<file path="src/hw/bpf_pkg.sv">
package bpf_pkg;
  // ----------------------------------------
  // Word and frame layout
  // ----------------------------------------
  localparam int WORD_W = 24;
  localparam int INFO_W = 16;
  localparam int MAX_TRACKS = 4;
  localparam logic [4:0] BIT_LAST = 5'(WORD_W - 1);
  localparam logic [23:0] SYNC_PATTERN = 24'hfaf320;
  localparam logic [15:0] FILL_INFO = 16'haaaa;
  localparam logic [15:0] OVF_INFO = 16'h0000;
  localparam logic [15:0] CRC_POLY = 16'h8005;
  localparam logic [15:0] CRC_INIT = 16'h0000;
  localparam logic [8:0] FRAME_LEN_MIN = 9'h081;
  localparam logic [8:0] FRAME_LEN_MAX = 9'h1ff;
  localparam logic [8:0] FRAME_LEN_RESET = 9'h100;

  // ----------------------------------------
  // Content identification labels
  // ----------------------------------------
  localparam logic [3:0] CL_CMD_A = 4'hf;
  localparam logic [3:0] CL_STAT_A = 4'he;
  localparam logic [3:0] CL_DATA_A = 4'hd;
  localparam logic [3:0] CL_ERR_A = 4'hc;
  localparam logic [3:0] CL_CMD_B = 4'hb;
  localparam logic [3:0] CL_STAT_B = 4'ha;
  localparam logic [3:0] CL_DATA_B = 4'h9;
  localparam logic [3:0] CL_ERR_B = 4'h8;
  localparam logic [3:0] CL_TIME_HI = 4'h7;
  localparam logic [3:0] CL_TIME_LO = 4'h6;
  localparam logic [3:0] CL_TIME_US = 4'h5;
  localparam logic [3:0] CL_TIME_RSP = 4'h4;
  localparam logic [3:0] CL_USER_1 = 4'h3;
  localparam logic [3:0] CL_USER_2 = 4'h2;
  localparam logic [3:0] CL_FILL = 4'h1;
  localparam logic [3:0] CL_OVF = 4'h0;
  localparam logic [3:0] CL_CRC = CL_USER_1;

  // Monitored word kinds.
  localparam logic [1:0] KIND_CMD = 2'h0;
  localparam logic [1:0] KIND_STAT = 2'h1;
  localparam logic [1:0] KIND_DATA = 2'h2;

  // ----------------------------------------
  // Register map (APB, byte addresses)
  // ----------------------------------------
  localparam int ADDR_W = 12;
  localparam logic [11:0] CTRL_OFS = 12'h000;
  localparam logic [11:0] FLEN_OFS = 12'h004;
  localparam logic [11:0] DIV_OFS = 12'h008;
  localparam logic [11:0] STATUS_OFS = 12'h00c;
  localparam int CTRL_EN = 0;
  localparam int CTRL_TK_LO = 1;
  localparam int CTRL_TIME = 3;
  localparam int CTRL_CRC = 4;
  localparam int CTRL_PAR = 5;
  localparam int CTRL_BIPH = 6;
  localparam int CTRL_BUS_LO = 8;
  localparam int STAT_OVF = 8;
  localparam int STAT_RATE = 9;
  localparam int STAT_EVT_LO = 16;
  localparam logic [15:0] DIV_RESET = 16'h0018;

  // ----------------------------------------
  // Timing
  // ----------------------------------------
  localparam int CLK_HZ = 20000000;
  localparam int RNRZ_MIN_BPS = 200000;
  localparam logic [15:0] RNRZ_DIV_LIMIT = 16'(CLK_HZ / (2 * RNRZ_MIN_BPS));
  localparam int FIFO_DEPTH = 16;
  localparam int FIFO_AW = 4;
endpackage : bpf_pkg

</file>
<file path="src/hw/bpf_formatter.sv">
// The register offsets and the APB interface to the registers are this design's own decisions.
`timescale 1ns/1ns
// Overview of operation
// Line code each track RNRZ-L or bi-phase-L
// Stagger track streams by 24/track_count bit times
// Per-bus track count, at most four
// Every track frame opens with sync word
// Same fixed frame length on every track
// Words shifted out msb first
// Optional check word ends every track frame
// Time words spread one per track slot
// Data words dealt round-robin across tracks
// Without frame time, data follows sync
// Frame time words can be switched on/off
// Passive capture of both bus channels
// Only word-structure faults count as errors
// Output word: bus, content, information fields
// Sync and parity removed before formatting
// Bus bit 4 lands at output bit 9
// Error word carries channel error label
// Four-bit content label in bits 5-8
// Bus label is bus number minus one
// Channel A/B command status data error labels
// Time, user, fill, overflow label codes
// Buffer captured words before output
// Sync pattern is FAF320
// Frame length held between 128 and 512
// Fill words carry AAAA
// Check sequence uses x16+x15+x2+1
// One common bit clock for all tracks
module bpf_formatter (
  // Clock and reset
  input wire logic sys_clk,
  input wire logic rst_b,
  // APB slave
  input wire logic psel,
  input wire logic penable,
  input wire logic pwrite,
  input wire logic [bpf_pkg::ADDR_W-1:0] paddr,
  input wire logic [31:0] pwdata,
  output logic [31:0] prdata,
  output logic pready,
  output logic pslverr,
  // Words from the passive bus receiver, sync and parity already stripped
  input wire logic mon_valid,
  input wire logic mon_chan_b,
  input wire logic [1:0] mon_kind,
  input wire logic [15:0] mon_bits,
  input wire logic [4:0] mon_err,
  // Frame time
  input wire logic [15:0] time_high,
  input wire logic [15:0] time_low,
  input wire logic [15:0] time_micro,
  // Tape track streams and their common bit clock
  output logic track_one_stream,
  output logic track_two_stream,
  output logic track_three_stream,
  output logic track_four_stream,
  output logic bit_clk_out
);
  import bpf_pkg::*;

  typedef struct packed {
    logic en;
    logic [1:0] tcm1;
    logic time_en;
    logic crc_en;
    logic par_mode;
    logic biphase;
    logic [3:0] bus_m1;
    logic [8:0] flen;
    logic [15:0] div;
    logic [31:0] prdata;
    logic pready;
    logic pslverr;
    logic run;
    logic [15:0] dcnt;
    logic phase;
    logic bclk;
    logic [4:0] bcnt;
    logic [8:0] widx;
    logic [FIFO_DEPTH-1:0][23:0] mem;
    logic [FIFO_AW-1:0] wp;
    logic [FIFO_AW-1:0] rp;
    logic [FIFO_AW:0] cnt;
    logic ovf;
    logic [15:0] ovf_events;
    logic [15:0] t_hi;
    logic [15:0] t_lo;
    logic [15:0] t_us;
  } bpf_state_s;

  bpf_state_s q;
  bpf_state_s next_q;

  logic half_en;
  logic bit_en;
  logic [4:0] nb;
  logic [8:0] ni;
  logic [MAX_TRACKS-1:0] ld;
  logic [MAX_TRACKS-1:0] ld_sync;
  logic [MAX_TRACKS-1:0] ld_crc;
  logic [MAX_TRACKS-1:0][23:0] ld_word;
  logic [MAX_TRACKS-1:0] line;
  logic pop;
  logic push_data;
  logic [23:0] cap_word;
  logic [7:0] crc_label;

  // ----------------------------------------
  // Helpers
  // ----------------------------------------
  // Assemble a formatted word with either odd parity or a four-bit bus label.
  function automatic logic [23:0] fmt(input logic par, input logic [3:0] bus,
                                      input logic [3:0] cl, input logic [15:0] info);
    logic [23:0] w;
    w = {par ? {1'b0, bus[2:0]} : bus, cl, info};
    if (par) begin
      w[WORD_W-1] = ~^w[WORD_W-2:0];
    end
    return w;
  endfunction : fmt

  // Bit position within a word period at which a track loads its next word.
  function automatic logic [4:0] track_ofs(input logic [1:0] tcm1, input int k);
    return 5'((WORD_W / (int'(tcm1) + 1)) * k);
  endfunction : track_ofs

  // ----------------------------------------
  // Shared bit timing
  // ----------------------------------------
  // One divider gives the half-bit pulse; every track uses the same pulses.
  assign half_en = q.run && (q.dcnt == '0);
  assign bit_en = half_en && q.phase;
  assign nb = (q.bcnt == BIT_LAST) ? '0 : q.bcnt + 5'h01;
  assign ni = (q.bcnt != BIT_LAST) ? q.widx :
              (q.widx == q.flen - 9'h001) ? '0 : q.widx + 9'h001;

  // ----------------------------------------
  // Capture formatting
  // ----------------------------------------
  // Label the captured word and map its sixteen bits straight into bits 9-24.
  always_comb begin
    logic [3:0] cl;
    cl = CL_DATA_A;
    if (|mon_err) begin
      cl = mon_chan_b ? CL_ERR_B : CL_ERR_A;
    end else begin
      case (mon_kind)
        KIND_CMD: cl = mon_chan_b ? CL_CMD_B : CL_CMD_A;
        KIND_STAT: cl = mon_chan_b ? CL_STAT_B : CL_STAT_A;
        default: cl = mon_chan_b ? CL_DATA_B : CL_DATA_A;
      endcase
    end
    cap_word = fmt(q.par_mode, q.bus_m1, cl, mon_bits);
  end

  assign crc_label = {q.par_mode ? {1'b0, q.bus_m1[2:0]} : q.bus_m1, CL_CRC};

  // ----------------------------------------
  // Track word selection
  // ----------------------------------------
  // Offsets are distinct, so at most one track loads at a bit end and
  // loads follow track order, which deals data words round-robin.
  always_comb begin
    int s;
    s = 0;
    ld = '0;
    ld_sync = '0;
    ld_crc = '0;
    ld_word = '0;
    pop = 1'b0;
    for (int k = 0; k < MAX_TRACKS; k++) begin
      s = (int'(ni) - 1) * (int'(q.tcm1) + 1) + k;
      if (bit_en && (k <= int'(q.tcm1)) && (nb == track_ofs(q.tcm1, k))) begin
        ld[k] = 1'b1;
        if (ni == '0) begin
          ld_sync[k] = 1'b1;
          ld_word[k] = SYNC_PATTERN;
        end else if (q.time_en && (s < 3)) begin
          case (s)
            0: ld_word[k] = fmt(q.par_mode, q.bus_m1, CL_TIME_HI, q.t_hi);
            1: ld_word[k] = fmt(q.par_mode, q.bus_m1, CL_TIME_LO, q.t_lo);
            default: ld_word[k] = fmt(q.par_mode, q.bus_m1, CL_TIME_US, q.t_us);
          endcase
        end else if (q.crc_en && (ni == q.flen - 9'h001)) begin
          ld_crc[k] = 1'b1;
        end else if (q.cnt != '0) begin
          pop = 1'b1;
          ld_word[k] = q.mem[q.rp];
        end else begin
          ld_word[k] = fmt(q.par_mode, q.bus_m1, CL_FILL, FILL_INFO);
        end
      end
    end
  end

  // ----------------------------------------
  // Next state
  // ----------------------------------------
  always_comb begin
    logic push;
    logic [23:0] pw;
    push = 1'b0;
    pw = '0;
    push_data = 1'b0;
    next_q = q;
    // APB setup cycle prepares the answer; the access cycle completes it.
    next_q.pready = psel && !penable;
    next_q.pslverr = 1'b0;
    next_q.prdata = '0;
    if (psel && !penable) begin
      case (paddr)
        CTRL_OFS: next_q.prdata = {20'h00000, q.bus_m1, 1'b0, q.biphase, q.par_mode,
                                   q.crc_en, q.time_en, q.tcm1, q.en};
        FLEN_OFS: next_q.prdata = {23'h000000, q.flen};
        DIV_OFS: next_q.prdata = {16'h0000, q.div};
        STATUS_OFS: next_q.prdata = {q.ovf_events, 6'h00,
                                     !q.biphase && (q.div >= RNRZ_DIV_LIMIT), q.ovf,
                                     3'h0, q.cnt};
        default: next_q.pslverr = 1'b1;
      endcase
    end
    if (psel && penable && pwrite && q.pready) begin
      case (paddr)
        CTRL_OFS: begin
          next_q.en = pwdata[CTRL_EN];
          next_q.tcm1 = pwdata[CTRL_TK_LO +: 2];
          next_q.time_en = pwdata[CTRL_TIME];
          next_q.crc_en = pwdata[CTRL_CRC];
          next_q.par_mode = pwdata[CTRL_PAR];
          next_q.biphase = pwdata[CTRL_BIPH];
          next_q.bus_m1 = pwdata[CTRL_BUS_LO +: 4];
        end
        FLEN_OFS: begin
          if (pwdata[31:9] != '0 || pwdata[8:0] > FRAME_LEN_MAX) begin
            next_q.flen = FRAME_LEN_MAX;
          end else if (pwdata[8:0] < FRAME_LEN_MIN) begin
            next_q.flen = FRAME_LEN_MIN;
          end else begin
            next_q.flen = pwdata[8:0];
          end
        end
        DIV_OFS: next_q.div = pwdata[15:0];
        default: next_q.en = q.en;
      endcase
    end
    // Start aligned so that the first bit end begins word 0 on track one.
    if (!q.en) begin
      next_q.run = 1'b0;
      next_q.bclk = 1'b0;
    end else if (!q.run) begin
      next_q.run = 1'b1;
      next_q.dcnt = q.div;
      next_q.phase = 1'b0;
      next_q.bcnt = BIT_LAST;
      next_q.widx = q.flen - 9'h001;
    end else if (half_en) begin
      next_q.dcnt = q.div;
      next_q.phase = ~q.phase;
      next_q.bclk = q.phase;
      if (q.phase) begin
        next_q.bcnt = nb;
        next_q.widx = ni;
      end
    end else begin
      next_q.dcnt = q.dcnt - 16'h0001;
    end
    // Frame time is frozen as track one starts its sync word.
    if (ld_sync[0]) begin
      next_q.t_hi = time_high;
      next_q.t_lo = time_low;
      next_q.t_us = time_micro;
    end
    // Every word seen on either channel is taken while the buffer has room and no overflow is pending; none is ever answered.
    if (mon_valid) begin
      if (q.ovf || (q.cnt == 5'(FIFO_DEPTH))) begin
        next_q.ovf = 1'b1;
        next_q.ovf_events = q.ovf_events + 16'h0001;
      end else begin
        push = 1'b1;
        push_data = 1'b1;
        pw = cap_word;
      end
    end else if (q.ovf && (q.cnt != 5'(FIFO_DEPTH))) begin
      push = 1'b1;
      pw = fmt(q.par_mode, q.bus_m1, CL_OVF, OVF_INFO);
      next_q.ovf = 1'b0;
    end
    if (push) begin
      next_q.mem[q.wp] = pw;
      next_q.wp = q.wp + 4'h1;
    end
    if (pop) begin
      next_q.rp = q.rp + 4'h1;
    end
    next_q.cnt = q.cnt + (push ? 5'h01 : 5'h00) - (pop ? 5'h01 : 5'h00);
  end

  // State register.
  always_ff @(posedge sys_clk or negedge rst_b) begin
    if (!rst_b) begin
      q <= '0;
      q.flen <= FRAME_LEN_RESET;
      q.div <= DIV_RESET;
    end else begin
      q <= next_q;
    end
  end

  // ----------------------------------------
  // Track serializers
  // ----------------------------------------
  for (genvar k = 0; k < MAX_TRACKS; k++) begin : g_trk
    bpf_track_ser u_ser (
      .sys_clk(sys_clk),
      .rst_b(rst_b),
      .enable(q.run),
      .half_en(half_en),
      .first_half(!q.phase),
      .load(ld[k]),
      .load_word(ld_word[k]),
      .word_is_sync(ld_sync[k]),
      .word_is_crc(ld_crc[k]),
      .crc_label(crc_label),
      .biphase(q.biphase),
      .par_mode(q.par_mode),
      .line_out(line[k])
    );
  end

  // Outputs, all from flip-flops.
  assign track_one_stream = line[0];
  assign track_two_stream = line[1];
  assign track_three_stream = line[2];
  assign track_four_stream = line[3];
  assign bit_clk_out = q.bclk;
  assign prdata = q.prdata;
  assign pready = q.pready;
  assign pslverr = q.pslverr;

  // ----------------------------------------
  // Checks
  // ----------------------------------------
  sync_first_a: assert property (@(posedge sys_clk) disable iff (!rst_b)
    (|ld && ni == '0) |-> (ld_word[0] == SYNC_PATTERN || !ld[0]))
    else $error("frame does not open with sync");

  stagger_ofs_a: assert property (@(posedge sys_clk) disable iff (!rst_b)
    ld[1] |-> (nb == 5'(WORD_W / (int'(q.tcm1) + 1))))
    else $error("track two not offset by 24/track_count");

  track_max_a: assert property (@(posedge sys_clk) disable iff (!rst_b)
    (ld[3] |-> q.tcm1 == 2'h3) and (ld[2] |-> q.tcm1 >= 2'h2))
    else $error("load on a track beyond the count");

  fill_info_a: assert property (@(posedge sys_clk) disable iff (!rst_b)
    (ld[0] && ni > 9'h003 && !ld_crc[0] && q.cnt == '0)
      |-> (ld_word[0][INFO_W-1:0] == FILL_INFO && ld_word[0][19:16] == CL_FILL))
    else $error("fill word malformed");

  err_label_a: assert property (@(posedge sys_clk) disable iff (!rst_b)
    (push_data && |mon_err)
      |=> (q.mem[$past(q.wp)][19:16] == ($past(mon_chan_b) ? CL_ERR_B : CL_ERR_A)))
    else $error("error word label wrong");

  bit_map_a: assert property (@(posedge sys_clk) disable iff (!rst_b)
    push_data |=> (q.mem[$past(q.wp)][INFO_W-1:0] == $past(mon_bits)))
    else $error("bus bits not mapped to bits 9-24");

  time_slot_a: assert property (@(posedge sys_clk) disable iff (!rst_b)
    (ld[1] && q.tcm1 == 2'h3 && q.time_en && ni == 9'h001)
      |-> (ld_word[1][19:16] == CL_TIME_LO))
    else $error("track two lacks low-order time");

  flen_range_a: assert property (@(posedge sys_clk) disable iff (!rst_b)
    (q.flen >= FRAME_LEN_MIN) && (q.flen <= FRAME_LEN_MAX))
    else $error("frame length out of range");

  crc_slot_a: assert property (@(posedge sys_clk) disable iff (!rst_b)
    (|ld && q.crc_en && ni == q.flen - 9'h001) |-> (ld_crc == ld))
    else $error("last word of frame is not the check word");

  four_track_c: cover property (@(posedge sys_clk) disable iff (!rst_b)
    ld[3] && ld_crc[3]);
  overflow_c: cover property (@(posedge sys_clk) disable iff (!rst_b)
    q.ovf ##[1:40] !q.ovf);
  time_word_c: cover property (@(posedge sys_clk) disable iff (!rst_b)
    ld[2] && q.time_en && q.tcm1 == 2'h2);
endmodule : bpf_formatter

</file>
<file path="src/hw/bpf_track_ser.sv">
`timescale 1ns/1ns
module bpf_track_ser (
  // Clock and reset
  input wire logic sys_clk,
  input wire logic rst_b,
  // Timing from the shared bit clock
  input wire logic enable,
  input wire logic half_en,
  input wire logic first_half,
  // Word load at the end of a bit
  input wire logic load,
  input wire logic [23:0] load_word,
  input wire logic word_is_sync,
  input wire logic word_is_crc,
  input wire logic [7:0] crc_label,
  // Options
  input wire logic biphase,
  input wire logic par_mode,
  // Line output
  output logic line_out
);
  import bpf_pkg::*;

  typedef struct packed {
    logic [23:0] sr;
    logic [15:0] crc;
    logic cur_crc;
    logic act;
    logic [14:0] scr;
    logic out;
  } bpf_ser_s;

  bpf_ser_s q;
  bpf_ser_s n;

  // ----------------------------------------
  // Shifting, line coding and check sequence
  // ----------------------------------------
  // Each bit has two halves; the word advances at the half pulse that begins the second half.
  always_comb begin
    logic rb;
    logic fb;
    logic [23:0] cw;
    rb = 1'b0;
    fb = 1'b0;
    cw = '0;
    n = q;
    if (!enable) begin
      n = '0;
    end else if (half_en) begin
      if (first_half) begin
        if (q.act) begin
          rb = q.sr[WORD_W-1] ^ q.scr[13] ^ q.scr[14];
          if (biphase) begin
            n.out = q.sr[WORD_W-1];
          end else begin
            n.out = rb;
            n.scr = {q.scr[13:0], rb};
          end
        end
      end else begin
        if (q.act && biphase) begin
          n.out = ~q.sr[WORD_W-1];
        end
        // The check word itself never feeds the check sequence.
        if (q.act && !q.cur_crc) begin
          fb = q.sr[WORD_W-1] ^ q.crc[15];
          n.crc = {q.crc[14:0], 1'b0} ^ (fb ? CRC_POLY : '0);
        end
        n.sr = {q.sr[WORD_W-2:0], 1'b0};
        if (load) begin
          cw = {crc_label, n.crc};
          if (par_mode) begin
            cw[WORD_W-1] = ~^cw[WORD_W-2:0];
          end
          n.sr = word_is_crc ? cw : load_word;
          n.cur_crc = word_is_crc;
          n.act = 1'b1;
          if (word_is_sync) begin
            n.crc = CRC_INIT;
          end
        end
      end
    end
  end

  // State register.
  always_ff @(posedge sys_clk or negedge rst_b) begin
    if (!rst_b) begin
      q <= '0;
    end else begin
      q <= n;
    end
  end

  assign line_out = q.out;

  // ----------------------------------------
  // Checks
  // ----------------------------------------
  biph_second_a: assert property (@(posedge sys_clk) disable iff (!rst_b)
    (enable && half_en && !first_half && q.act && biphase)
      |=> (line_out == ~$past(line_out)))
    else $error("bi-phase second half is not the inverse of the first");

  crc_reset_a: assert property (@(posedge sys_clk) disable iff (!rst_b)
    (enable && half_en && !first_half && load && word_is_sync) |=> (q.crc == CRC_INIT))
    else $error("check sequence not restarted at frame sync");
endmodule : bpf_track_ser

</file>
<file path="config.mk">
export PLATFORM = sky130hd
export DESIGN_NAME = bpf_formatter
export DESIGN_NICKNAME = d
export VERILOG_FILES = /design/src/hw/bpf_pkg.sv /design/src/hw/bpf_formatter.sv /design/src/hw/bpf_track_ser.sv
export SDC_FILE = /design/constraint.sdc
export NUM_CORES = 2
export LEC_CHECK = 0
export ABC_AREA = 0
export CAP_MARGIN = 20
export CELL_PAD_IN_SITES_DETAIL_PLACEMENT = 2
export CELL_PAD_IN_SITES_GLOBAL_PLACEMENT = 2
export CORE_MARGIN = 10
export CORE_UTILIZATION = 42
export CTS_CLUSTER_SIZE = 40
export DETAILED_ROUTE_END_ITERATION = 10
export DONT_BUFFER_PORTS = 1
export PLACE_DENSITY = 0.9
export SYNTH_ARGS = -nofsm -noshare
export SYNTH_HDL_FRONTEND = slang
export SYNTH_SLANG_ARGS = --single-unit
</file>
<file path="constraint.sdc">
create_clock -name sys_clk -period 12.2 [get_ports sys_clk]
set_clock_uncertainty 0.05 [all_clocks]
set_input_delay 1.22 -clock sys_clk [delete_from_list [all_inputs] [get_ports sys_clk]]
set_output_delay 1.22 -clock sys_clk [all_outputs]
set_load 0.05 [all_outputs]
</file>
Word level (Yosys, flattened, before mapping)
Index checks and enable logic that the tools add are counted.
Widths: inputs -> output; s select.

storage, ports and cells
  memory bits (writable) = 0
  bits in latches = 0
  bits in read-only memories = 0
  memories = 0
  bits of input ports = 122
  register bits after elaboration = 797

cells by class
  divide/modulo/power cells = 1
  bitwise gates (word level) = 21
  add/subtract/negate cells = 14
  shifts and indexed selects = 0
  equality and inequality tests = 40
  mux-type cells = 178
  magnitude comparators = 13
  reductions and logical operators = 82
  multiply operators = 2

operators with widths
  kind                   number
  $mux 24                23
  $mux 16                30
  $mux 58                8
  $bwmux 384             1
  $mux 42                8
  $reduce_xnor 23->1     10
  $pmux 24 s2            4
  $eq 32x1->1 const B    4
  $logic_not 32->1       4
  $lt 32x3->1 const B    4
  $pmux 32 s4            1
  $mux 15                8
  $bmux 24 s4            1
  $demux 24 s4           1
  $mux 1                 76
  $add 32x3->32 const B  2
  $xor 16x16->16         4
  $mux 9                 4
  $mux 17                2
  $add 32x2->32 const B  1
  $div 6x32->32 const A  1
  $mul 32x3->5 const B   1
  $mux 32                1
  $logic_and 1x1->1      29
  other kinds (50)       123

Longest topological paths before layout
  word-level depth = 28
  mapped depth = 54
  depth with buffers taken out = 47

Hierarchy
Synthesis repeated with hierarchy kept, for this count alone.

second synthesis, totals
  cell total of the unflattened synthesis = 4922
  area total of the unflattened synthesis = 46195.6 µm²

by module, submodules not included
  module         times used  area an instance (µm²)  cells an instance
  bpf_formatter  1           33017.9                 3458
  bpf_track_ser  4           3294.4                  366

Worst setup path before layout
Ideal clock, no wire load.

  path type = register -> register
  start point = reg q[545] (netlist bit)
  end point = reg q[69] (netlist bit)
  cell stages (with the launch flop) = 51
  data arrival time = 9543 ps
  path buffers = 7
  library setup time = 125 ps
  clock period less this slack = 9718 ps
  path slack = 2482 ps
  data required time = 12025 ps
  cells stage by stage = dfrtp_1 > buf_6 > inv_1 > ha_1 > buf_2 > nor3b_2 > xnor2_1 > o21bai_1 > nor4b_1 > a211oi_1 > a21oi_1 > ha_1 > clkbuf_1 > and2_1 > clkbuf_1 > clkbuf_1 > buf_1 > a21oi_1 > [15 not listed] > nand3_1 > nor3_1 > o211ai_1 > o22ai_1 > nand3_2 > or4_1 > o21ai_0 > a31oi_1 > ha_1 > inv_1 > ha_1 > inv_1 > fa_1 > inv_1 > a21oi_1 > nor2_1 > nor2_1 > xnor2_1

RTL lines
  element                   line                  source
  start: declaration        bpf_formatter.sv:93   bpf_state_s q;
  start signal: assignment  bpf_formatter.sv:307  q <= next_q;

==> impl_metrics.ini <==
[yosys]
syn_area_per_cell_um2 = 9.36
yosys_most_used_dff = dfrtp_1
yosysWarnings = 0
async_reset_ff_share_pct = 100
ys_types = 110
synth-edff-count = 0
netlist_instances = 4773
ys_ff_latch = 797
yosysSeqAreaShare_pct = 44.6
netlist_area_um2 = 44700
syn-num-nets = 4969

[layout]
drive_gt1_share_pct = 12.4
nFillCells = 10900
area_growth_pct = 9.01
stdcell_area_um2 = 48700
final_core_util_pct = 46.2
nNetsFinal = 4754

[cts]
clk_path_buf_depth = 3
cts_root_buffer = clkbuf_16
path_clk_slew_ns = 0.07
cts_tree = yes
cts-buffers-inserted = 93
clkSinkCount = 797
clkLatencyLatePin_ns = 0.71
h-tree-depth = 3

[global_route]
grt_use_met3_pct = 6.32
grt_max_degree = 798
use_met2_pct = 53.5
grt_pass1_vias = 44000
antenna_found_initial = 11
use_met1_pct = 37.5
grt_pass1_wl_mm = 294
grt_usage_pct = 31.6
gr-max-usage-layer = met2
grt_overflow_total = 0

[placed_design]
hpwlAfterDp_mm = 118
numPortBuffers = 0
place_area_um2 = 45500
place_congestion = 0.945

[sta]
hold_slack_ns = 0.241
hold_viol_final = 0
finalSetupViolCount = 0
tns_ns = 0
finalCriticalPeriod_ns = 11.89
max_freq_mhz = 84.1
maxSlewHeadroom_pct = -266
worst_pin_slew_ns = 5.49
fin_crit_sh_pct = 97.4
drv_slew = 752

[floorplan]
die_y_um = 346
rows = 119
fp.dieW_um = 346
core-area_um2 = 105000
start_util_pct = 42.4
io_pins = 161
die_area_um2 = 120000

[worst_setup_path]
crit_family = simple AND/OR/NAND/NOR gates
crit_arrival_ns = 12.40
crit_path_start_kind = flip-flop
r2r-start = q[545]$_DFFE_PN0P_
r2r_setup_slack_ns = 0.31
critPathCaptureType = flip-flop
required_ns = 12.72
crit_path_max_incr_delay_ns = 0.67
slowest_stage = or4_4
r2r_cells = 45
r2r_end = q[69]$_DFF_PN0_
path_buf_inv = 6
path_max_fanout = 12
timing_worst_setup_path_type = reg2reg

[status]
outcome = finished with violations
violations = max-slew violations

[drt]
routed_wl_mm = 197
antenna_left = 0
drtPass1Iterations = 5
drt-initial-drc-count = 4371
routedWlPerCell_um = 32.6
viasPerCell = 6.67
remaining_drc_errors = 0
vias = 40200

[job]
cap_violations = 0

[hold_path]
hold_path.class = in2async

[power]
vdd_drop_max_mv = 0.166
cellLeakagePower_nw = 21.0
powerDensity_nw_per_um2 = 161
-- repair_timing --
action / in CTS / in global routing
cloned: 0 / 0
buffers inserted: 0 / 3
gates resized for setup: 5 / 16
endpoints found under the setup margin: 1 / 4
hold buffers: 0 / 0
-- final cells by class --
cell class                      instances  area, µm²  share of cell area, %
Sequential cell                       797      20000                   41.0
Tap cell                             1391       1740                   3.57
Clock inverter                         29        338                  0.693
Clock buffer                          139       2710                   5.56
Multi-Input combinational cell       3473      22900                   47.0
Antenna cell                            6       15.0                 0.0308
Inverter                              108        407                  0.835
Timing Repair Buffer                   85        661                   1.36
-- how the worst max path moves through the flow --
stage / start / end / slack, ns / depth (start not counted)
after global placement: q[545]$_DFFE_PN0P_ / q[69]$_DFF_PN0_ / 1.05 / 44
after CTS: q[545]$_DFFE_PN0P_ / q[69]$_DFF_PN0_ / 0.1 / 45
after global routing: q[545]$_DFFE_PN0P_ / q[69]$_DFF_PN0_ / -0.42 / 46
final: q[545]$_DFFE_PN0P_ / q[69]$_DFF_PN0_ / 0.31 / 45
after floorplan: q[545]$_DFFE_PN0P_ / q[69]$_DFF_PN0_ / 2.48 / 50
after detailed placement: q[545]$_DFFE_PN0P_ / q[69]$_DFF_PN0_ / 0.09 / 44
-- sequential cells by signal (all words and copies together), names as in the netlist --
signal                cells
pslverr                   1
bit_clk_out               1
pready                    1
g_trk.u_ser.line_out      4
q                       530
g_trk.u_ser.q           228
prdata                   32
-- kinds of logic (layout without fill, tap and decap cells) --
group | Yosys count | after routing | share of synthesized area [%]
adder cells (fa/ha/maj) | 74 | 74 | 2.26
XOR/XNOR | 250 | 250 | 4.98
buffers and inverters | 503 | 361 | 4.65
AND/OR/NAND/NOR | 1483 | 1483 | 15.0
other | 0 | 6 | 0
AO/OA/AOI/OAI | 1297 | 1297 | 17.5
flip-flops | 797 | 797 | 44.6
multiplexers | 369 | 369 | 11.0
-- placed cells by master, fill, tap and decap left out, types with 60 or more instances in the layout --
cell       count
nand2_1      786
inv_1        103
mux2_2       168
a21oi_1      242
a22o_1        60
xnor2_1      179
mux4_2        82
clkbuf_16     94
nor2_1       250
nand3_1       80
ha_1          62
xor2_1        64
o21ai_0      618
buf_4         81
mux2i_1      119
dfrtp_1      790
-- routing by layer --
metal  vias to the layer above  share of wire [%]
met1                     21100                 38
met5                         -              0.040
met4                        12                6.2
met2                      2048                 49
li1                      16400                  -
met3                       728                7.4
-- cells in the mapped netlist (all sizes together) (17+ instances only) --
cell	number	share of area, %
or3	23	0.32
nand2	789	6.6
inv	104	0.87
and3	38	0.53
a22oi	29	0.52
xnor2	183	3.6
nor4	23	0.40
a22o	60	1.2
mux2	168	4.2
nand3	94	1.1
nor2b	28	0.39
a31oi	43	0.64
a221oi	35	0.69
o21ai	626	7.0
or2	17	0.24
o31ai	29	0.52
nand2b	28	0.39
o211ai	21	0.36
clkbuf	306	2.6
nor3	52	0.64
o22ai	29	0.42
nand4	34	0.48
nor2	256	2.2
a21o	17	0.29
xor2	65	1.3
a21oi	248	2.8
a211oi	38	0.65
dfrtp	794	44
o21a	19	0.32
buf	89	1.2
mux4	82	4.1
mux2i	119	2.7
ha	63	1.8
and2	47	0.66
-- power by group --
| part | internal, W | switching (W) |
|---|---|---|
| clock | 0.00163 | 0.00127 |
| combinational | 0.000502 | 0.00104 |
| sequential | 0.00304 | 0.000351 |
-- per-stage QoR --
step	setup WS [ns]	power [W]	std cells
2_1_floorplan	2.48	0.00414	4773
3_3_place_gp	1.05	0.00454	5847
3_5_place_dp	0.0897	0.00477	5848
4_1_cts	0.0955	0.00781	6016
5_1_grt	-0.423	0.00809	6022
6_report	0.314	0.00784	6028
Note: power is estimated with default switching activity, not from simulation.
